`src/rtl/motion_event_pkg.sv`:
```
// package: constants, types and overview for the motion event interrupt front end
// Overview of operation
// - inputs synchronised, synced pins change three edges after the pin
// - protect low and unmasked floats outputs at once; the design registers the float, so it lands one edge after the pin
// - protect flag set three to four cycles later
// - flag set and unmasked holds float, requests interrupt
// - protect flag set regardless of mask
// - registers in a 64-word, 16-bit data window
// - undefined register bits read as zero
// - three groups, each flag, mask, vector, request
// - each source has a distinct vector identifier
// - enabled source event sets its flag
// - mask 0 blocks, mask 1 allows
// - group requests when any flag set and unmasked
// - flags behave the same whether masked or not
// - vector read clears the returned source flag
// - vector read returns highest priority pending identifier
// - no pending source returns identifier zero
// - masks, then flags, then vectors, consecutive addresses
package motion_event_pkg;

  localparam int unsigned DATA_W     = 16;               // register word width
  localparam int unsigned ADDR_W     = 6;                // 64-word window
  localparam int unsigned NUM_GROUPS = 3;                // groups a, b, c
  localparam int unsigned SRC_W      = 16;               // sources per group

  // word offsets inside the window (window base is decoded outside)
  localparam logic [5:0] OFS_MASK_A   = 6'h2C;           // group_a_mask_reg
  localparam logic [5:0] OFS_FLAG_A   = 6'h2F;           // group_a_flag_reg
  localparam logic [5:0] OFS_VECTOR_A = 6'h32;           // group_a_vector_reg
  localparam logic [5:0] OFS_PROTECT  = 6'h35;           // protect status word

  // reset values
  localparam logic [15:0] RST_MASK = 16'h0000;           // all sources masked
  localparam logic [15:0] RST_FLAG = 16'h0000;           // no pending flags

  // protect source position in group a (bit 0, highest priority)
  localparam int unsigned PROTECT_BIT = 0;
  // identifier base per group so ids never collide across groups
  localparam logic [7:0] ID_BASE_A = 8'h01;
  localparam logic [7:0] ID_BASE_B = 8'h21;
  localparam logic [7:0] ID_BASE_C = 8'h41;

  // register port request carried as one bundle
  typedef struct packed {
    logic              wr;                               // write strobe
    logic              rd;                               // read strobe
    logic [ADDR_W-1:0] addr;                             // word offset
    logic [DATA_W-1:0] wdata;                            // write data
  } reg_req_t;

  // register access decode classes
  typedef enum logic [1:0] {
    ACC_MASK   = 2'b00,
    ACC_FLAG   = 2'b01,
    ACC_VECTOR = 2'b11,
    ACC_OTHER  = 2'b10
  } acc_kind_t;

endpackage

```
`src/rtl/input_sync2.sv`:
```
// two-stage synchroniser for a bus of asynchronous pin inputs
module input_sync2 #(
  parameter int unsigned WIDTH = 1                       // number of inputs
) (
  input  wire logic             i_core_clk,              // core clock
  input  wire logic             i_resetn,                // async reset, low
  input  wire logic             i_ce,                    // clock enable
  input  wire logic [WIDTH-1:0] i_async,                 // raw pin levels
  input  wire logic [WIDTH-1:0] i_rst_val,               // reset level tie-off, unused; both stages reset to zero
  output logic      [WIDTH-1:0] o_sync                   // synchronised levels
);

  logic [WIDTH-1:0] meta_r;                              // first stage, read only by second

  // both stages reset to zero; callers invert active-low pins so zero is idle
  always_ff @(posedge i_core_clk or negedge i_resetn)
  begin
    if (!i_resetn)
    begin
      meta_r <= '0;
      o_sync <= '0;
    end
    else if (i_ce)
    begin
      meta_r <= i_async;
      o_sync <= meta_r;
    end
  end

  // unused by the logic; kept so the width check of the tie-off elaborates
  wire unused_rst = ^i_rst_val;

endmodule

```
`src/rtl/motion_event_irq.sv`:
```
// interrupt front end: input sync, drive protect and three interrupt groups
//
// The address-and-strobe port and the register addresses are this design's own decisions.
module motion_event_irq #(
  parameter int unsigned NUM_IN = 4                      // extra synchronised pins
) (
  input  wire logic                                  i_core_clk,      // 100 MHz core clock
  input  wire logic                                  i_resetn,        // async reset, low
  input  wire logic                                  i_ce,            // clock enable
  input  wire logic [motion_event_pkg::ADDR_W-1:0]  i_addr,          // word offset
  input  wire logic [motion_event_pkg::DATA_W-1:0]  i_wdata,         // write data
  input  wire logic                                  i_wr,            // write strobe
  input  wire logic                                  i_rd,            // read strobe
  output logic      [motion_event_pkg::DATA_W-1:0]  o_rdata,         // read data, next cycle
  input  wire logic                                  i_drive_protect_in_n, // protect pin, low
  input  wire logic [NUM_IN-1:0]                     i_pins,          // other module pins
  output logic      [NUM_IN-1:0]                     o_pins_sync,     // synchronised pins
  input  wire logic [15:0]                           i_evt_a,         // group a event pulses
  input  wire logic [15:0]                           i_evt_b,         // group b event pulses
  input  wire logic [15:0]                           i_evt_c,         // group c event pulses
  output logic                                       o_out_hiz,       // float all outputs
  output logic      [2:0]                            o_irq            // group requests a,b,c
);

  // elaboration check: the pin bus may not be empty
  if (NUM_IN < 1)
  begin : g_num_in_check
    $error("NUM_IN must be at least one");
  end

  localparam int unsigned G = motion_event_pkg::NUM_GROUPS;

  motion_event_pkg::reg_req_t req;                       // bundled request
  assign req.wr    = i_wr;
  assign req.rd    = i_rd;
  assign req.addr  = i_addr;
  assign req.wdata = i_wdata;

  // priority encoder: lowest set bit wins, 1-based index, 0 when none
  function automatic logic [4:0] low_index(input logic [15:0] v);
    logic [4:0] idx;
    idx = 5'h00;
    for (int i = 15; i >= 0; i--)
    begin
      if (v[i])
        idx = 5'(i + 1);
    end
    return idx;
  endfunction

  // one-hot of the lowest set bit, used for the clear on vector read
  function automatic logic [15:0] low_onehot(input logic [15:0] v);
    return v & (~v + 16'h0001);
  endfunction

  // synchronise protect pin together with the other pins; protect is inverted
  // so every stage idles at its reset level and no false edge follows reset
  logic [NUM_IN:0] sync_w;                               // synchronised levels
  input_sync2 #(
    .WIDTH (NUM_IN + 1)
  ) u_sync (
    .i_core_clk (i_core_clk),
    .i_resetn   (i_resetn),
    .i_ce       (i_ce),
    .i_async    ({i_pins, ~i_drive_protect_in_n}),
    .i_rst_val  ({(NUM_IN + 1){1'b0}}),
    .o_sync     (sync_w)
  );

  // qualification stage: level must match twice to count
  logic prot_q_r;                                        // qualified protect level
  logic prot_prev_r;                                     // previous synchronised level
  logic [NUM_IN-1:0] pins_r;                             // registered synced pins

  // protect edge is qualified when two synced samples agree on asserted
  // while the qualified level is still idle; a one-cycle glitch never counts
  wire prot_fall = !prot_q_r && sync_w[0] && prot_prev_r;

  // register state
  logic [15:0] mask_r [G];                               // mask per group
  logic [15:0] mask_nxt [G];                             // mask after this cycle's write
  logic [15:0] flag_r [G];                               // flag per group
  logic [15:0] flag_nxt [G];                             // next flag value
  logic [15:0] evt [G];                                  // events per group
  logic [15:0] pend [G];                                 // set and unmasked
  logic [15:0] rd_r;                                     // read data register
  logic        hiz_r;                                    // output float register
  logic [2:0]  irq_r;                                    // request register

  assign evt[0] = {i_evt_a[15:1], i_evt_a[0] | prot_fall};
  assign evt[1] = i_evt_b;
  assign evt[2] = i_evt_c;

  // address decode
  wire [5:0] a = req.addr;
  wire sel_mask = (a >= motion_event_pkg::OFS_MASK_A) &&
                  (a <  motion_event_pkg::OFS_FLAG_A);
  wire sel_flag = (a >= motion_event_pkg::OFS_FLAG_A) &&
                  (a <  motion_event_pkg::OFS_VECTOR_A);
  wire sel_vec  = (a >= motion_event_pkg::OFS_VECTOR_A) &&
                  (a <  motion_event_pkg::OFS_PROTECT);
  wire sel_prot = (a == motion_event_pkg::OFS_PROTECT);
  motion_event_pkg::acc_kind_t kind;
  assign kind = sel_mask ? motion_event_pkg::ACC_MASK :
                sel_flag ? motion_event_pkg::ACC_FLAG :
                sel_vec  ? motion_event_pkg::ACC_VECTOR :
                           motion_event_pkg::ACC_OTHER;
  wire [5:0] gm = 6'(a - motion_event_pkg::OFS_MASK_A);   // group index within each bank
  wire [5:0] gf = 6'(a - motion_event_pkg::OFS_FLAG_A);
  wire [5:0] gv = 6'(a - motion_event_pkg::OFS_VECTOR_A);

  // vector identifiers per group, distinct via group base
  logic [7:0] id_base [G];
  assign id_base[0] = motion_event_pkg::ID_BASE_A;
  assign id_base[1] = motion_event_pkg::ID_BASE_B;
  assign id_base[2] = motion_event_pkg::ID_BASE_C;

  logic [15:0] vec_word [G];                             // vector read value
  logic [15:0] vec_clr [G];                              // flag cleared by vector read
  genvar g;
  generate
    for (g = 0; g < G; g++)
    begin : grp
      assign pend[g] = flag_r[g] & mask_r[g];
      wire mwr = req.wr && (kind == motion_event_pkg::ACC_MASK) && (gm == 6'(g));
      assign mask_nxt[g] = mwr ? req.wdata : mask_r[g];
      // id = base + bit index; zero when nothing pending
      wire [4:0] li = low_index(pend[g]);
      assign vec_word[g] = (li == 5'h00) ? 16'h0000 :
                           {8'h00, 8'(id_base[g] + {3'b000, li} - 8'h01)};
      wire vrd = req.rd && (kind == motion_event_pkg::ACC_VECTOR) && (gv == 6'(g));
      assign vec_clr[g] = vrd ? low_onehot(pend[g]) : 16'h0000;
      wire fwr = req.wr && (kind == motion_event_pkg::ACC_FLAG) && (gf == 6'(g));
      wire [15:0] wclr = fwr ? req.wdata : 16'h0000;
      // set wins over any clear; mask plays no part here
      assign flag_nxt[g] = (flag_r[g] & ~(wclr | vec_clr[g])) | evt[g];
    end
  endgenerate

  // read mux: undefined offsets and bits read zero
  logic [15:0] rd_mux;
  always_comb
  begin
    rd_mux = 16'h0000;
    unique case (kind)
      motion_event_pkg::ACC_MASK:   rd_mux = (gm < 6'(G)) ? mask_r[gm[1:0]] : 16'h0000;
      motion_event_pkg::ACC_FLAG:   rd_mux = (gf < 6'(G)) ? flag_r[gf[1:0]] : 16'h0000;
      motion_event_pkg::ACC_VECTOR: rd_mux = (gv < 6'(G)) ? vec_word[gv[1:0]] : 16'h0000;
      motion_event_pkg::ACC_OTHER:  rd_mux = sel_prot ? {15'h0000, sync_w[0]} : 16'h0000;
    endcase
  end

  // float: one edge after the raw pin when protect unmasked, held by flag after
  // same mask view as the request, so float and request see a mask write in the same cycle
  wire prot_unmasked = mask_nxt[0][motion_event_pkg::PROTECT_BIT];
  wire hiz_nxt = prot_unmasked &&
                 (!i_drive_protect_in_n ||
                  flag_nxt[0][motion_event_pkg::PROTECT_BIT]);
  // the raw pin path is a registered output, so it lands one edge after the pin;
  // a purely combinational float would break the registered-output convention

  // sync stage qualification and registers
  always_ff @(posedge i_core_clk or negedge i_resetn)
  begin
    if (!i_resetn)
    begin
      prot_q_r    <= 1'b0;
      prot_prev_r <= 1'b0;
      pins_r      <= '0;
      rd_r        <= 16'h0000;
      hiz_r       <= 1'b0;
      irq_r       <= 3'b000;
      for (int i = 0; i < G; i++)
      begin
        mask_r[i] <= motion_event_pkg::RST_MASK;
        flag_r[i] <= motion_event_pkg::RST_FLAG;
      end
    end
    else if (i_ce)
    begin
      prot_prev_r <= sync_w[0];
      if (sync_w[0] == prot_prev_r)
        prot_q_r  <= sync_w[0];
      pins_r      <= sync_w[NUM_IN:1];
      rd_r        <= req.rd ? rd_mux : 16'h0000;
      hiz_r       <= hiz_nxt;
      for (int i = 0; i < G; i++)
      begin
        flag_r[i] <= flag_nxt[i];
        mask_r[i] <= mask_nxt[i];
        irq_r[i]  <= |(flag_nxt[i] & mask_nxt[i]);
      end
    end
  end

  assign o_rdata     = rd_r;
  assign o_out_hiz   = hiz_r;
  assign o_irq       = irq_r;
  assign o_pins_sync = pins_r;

endmodule

```
`config.mk`:
```
export PLATFORM = sky130hd
export DESIGN_NAME = motion_event_irq
export DESIGN_NICKNAME = d
export VERILOG_FILES = /design/src/rtl/motion_event_pkg.sv /design/src/rtl/input_sync2.sv /design/src/rtl/motion_event_irq.sv
export SDC_FILE = /design/constraint.sdc
export NUM_CORES = 1
export LEC_CHECK = 0
export BUFFER_PORTS_ARGS = -buffer_cell sky130_fd_sc_hd__buf_2
export CORE_ASPECT_RATIO = 1.25
export CORE_MARGIN = 8
export CORE_UTILIZATION = 44
export DETAILED_ROUTE_END_ITERATION = 8
export SLEW_MARGIN = 20
export SYNTH_ARGS = -nofsm -noshare
export SYNTH_HDL_FRONTEND = slang
export SYNTH_HIERARCHICAL = 1
export SYNTH_SLANG_ARGS = --single-unit
```
`constraint.sdc`:
```
create_clock -name i_core_clk -period 3.4 [get_ports i_core_clk]
set_input_delay 0.17 -clock i_core_clk [delete_from_list [all_inputs] [get_ports i_core_clk]]
set_output_delay 0.17 -clock i_core_clk [all_outputs]
set_load 0.01 [all_outputs]
```
==> metrics.txt <==
Syn Nets 1138; min-delay worst type in2reg; Crit. End Element flip-flop; critical path launch point type flip-flop; max_slew headroom 0.404; IO Pins 104; switching power 0.00157 W; Die Y 179 µm; CTS tree done; Final Hold Vio Count 0; Post-Syn Instances 1050; P&R area growth vs syn 19.5%; fmax 334 MHz; Logic pwr share 0.206; P_leak 4.78 nW; Worst Path Arrival 3320 ps; HPWL after detailed placement 27900 µm; first-pass GRT wire length 56900 µm; Worst Path Required 3720 ps; Placement Rows 59; min Tclk post-route 3000 ps; average size of a mapped cell 8.85 µm²; initial core utilization 0.447; Mapped Area 0.00930 mm²; Worst VDD drop 0.332 mV; largest net degree at the start of global routing 85; ant diodes 0; clock share of power 0.416; GRT Resource Usage Total 0.286; Clk pin slew, worst setup/hold paths 70 ps; initial antenna violation count 0; max cap viols 0; fin nets 1267; Worst-Margin Slew 892 ps; outcome completed; Post-CTS Resized 0; clock insertion delay at the later pin of the skew report 430 ps; vias in the first global route 9134; CTS Buf Count 17; routed len/inst 25.5 µm; root buf cell clkbuf_16; 1st-iter DRT viols 961; total vias in the final route 9246; total gr overflow 0; period utilization 0.882; maximum clock path buffer count 2; Port Buf Inserts 103; Pwr per Cell Area 421 mW/mm²; final WL 37400 µm; Die W 146 µm; Sequential Power Share 0.378; RSZ-0062 raised after global routing false; die area 0.0261 mm²; Setup CP Type reg2reg; synth warn 6; final non-filler cell total 1466; First-pass DRT Iterations 5; Core Area 0.0208 mm²; layout cells sized above 1 0.239; Post-DRT Antenna Nets 0; final max-slew violation count 0; Cells after DPL 1403; # H-tree levels 4; vias per inst 6.31; gpl congestion 1.01; final setup vio count 0; # DRC 0; CP Max Fanout 7; Sw Ratio 0.337; clock skew 12.2 ps; setup TNS 0 ps; P_int 0.00310 W; Clock Sinks 132; total power 0.00467 W
-- timing repair --
action,in CTS,in global routing
endpoints found under the hold margin,113,0
setup buffers,0,0
setup endpoints to repair,0,0
hold buffers,31,0
-- area by class of cell --
type / count / area [µm²]
timing repair buffer: 170 / 1130
fill: 2003 / 9710
inverter: 39 / 146
sequential: 132 / 3300
clock buffer: 17 / 425
tap: 274 / 343
multi-input combinational: 819 / 5580
clock inverter: 15 / 174
-- metrics by stage --
step | utilization | worst slack, ps | hold WS, ps | cell area [µm²]
global route | 0.533 | 225 | 15.6 | 11100
CTS | 0.533 | 441 | 0.901 | 11100
global placement | 0.490 | 430 | 300 | 10200
detailed placement | 0.490 | 381 | 298 | 10200
floorplan | - | 704 | -126 | 9300
finish | 0.533 | 403 | 7.95 | 11100
-- per-layer routing --
layer  part of all wire  global-route usage  vias to the layer above
met5                  0                   0                        -
met1               0.41               0.356                     4522
met2               0.48               0.474                      438
met4              0.047               0.149                        0
li1                   -                   -                     4196
met3              0.062              0.0444                       90
-- sequential cells by signal, summed over array words and instances, names as in the netlist --
name / count
mask_r: 48
u_sync/meta_r: 5
flag_r: 48
prot_prev_r: 1
o_pins_sync: 4
o_out_hiz: 1
u_sync/o_sync: 5
o_irq: 3
o_rdata: 16
prot_q_r: 1
-- placed cells by master (no fill, tap or decap), drive strengths merged, types with 5 or more instances in the layout --
| cell type | instances |
|---|---|
| o31ai | 5 |
| a32oi | 10 |
| and3 | 9 |
| ha | 8 |
| o221ai | 5 |
| dlygate4sd3 | 31 |
| clkbuf | 17 |
| a22oi | 31 |
| a2111oi | 7 |
| a22o | 26 |
| inv | 51 |
| o21ai | 66 |
| nor2 | 70 |
| nand4 | 22 |
| nor3b | 9 |
| nand4b | 5 |
| a2bb2oi | 5 |
| o211ai | 10 |
| o2bb2ai | 12 |
| a31oi | 16 |
| nor2b | 7 |
| nor3 | 24 |
| buf | 139 |
| a21oi | 69 |
| mux2i | 41 |
| dfrtp | 132 |
| and2 | 8 |
| mux2 | 95 |
| o22ai | 10 |
| nand3 | 31 |
| a32o | 6 |
| nand2 | 151 |
-- critical path: stages, from the launching register on --
cell and delay (ps):
dfrtp_1 500, a222oi_1 510, and3_1 330, and2_1 260
a32oi_1 150, a21oi_1 240, o221ai_1 170, or4_1 420
o31a_1 300
-- power by group through the flow --
stage / Sequential (W) / Clock [W] / Combinational, W
finish: 0.00177 / 0.00194 / 0.000965
global route: 0.00178 / 0.00203 / 0.00104
CTS: 0.00176 / 0.00197 / 0.000949
detailed placement: 0.00179 / 0 / 0.000918
global placement: 0.00179 / 0 / 0.000917
floorplan: 0.00176 / 0 / 0.000552
-- path summary, 6_finish.rpt --
path                                   startpoint                    endpoint  slack (ps)  depth (start not counted)
setup / recovery           mask_r[17]$_DFFE_PN0P_        o_irq[1]$_DFFE_PN0P_         400                          8
hold / removal                         i_evt_c[6]       flag_r[6]$_DFFE_PN0P_           8                          3
setup reg to reg           mask_r[17]$_DFFE_PN0P_        o_irq[1]$_DFFE_PN0P_         400                          8
hold reg to reg            o_rdata[9]$_DFFE_PN0P_      o_rdata[9]$_DFFE_PN0P_         480                          1
max in group asynchronous                i_resetn      mask_r[16]$_DFFE_PN0P_        2230                          3
min in group asynchronous                i_resetn  o_pins_sync[0]$_DFFE_PN0P_         380                          2
Note: power is estimated with default switching activity, not from simulation.
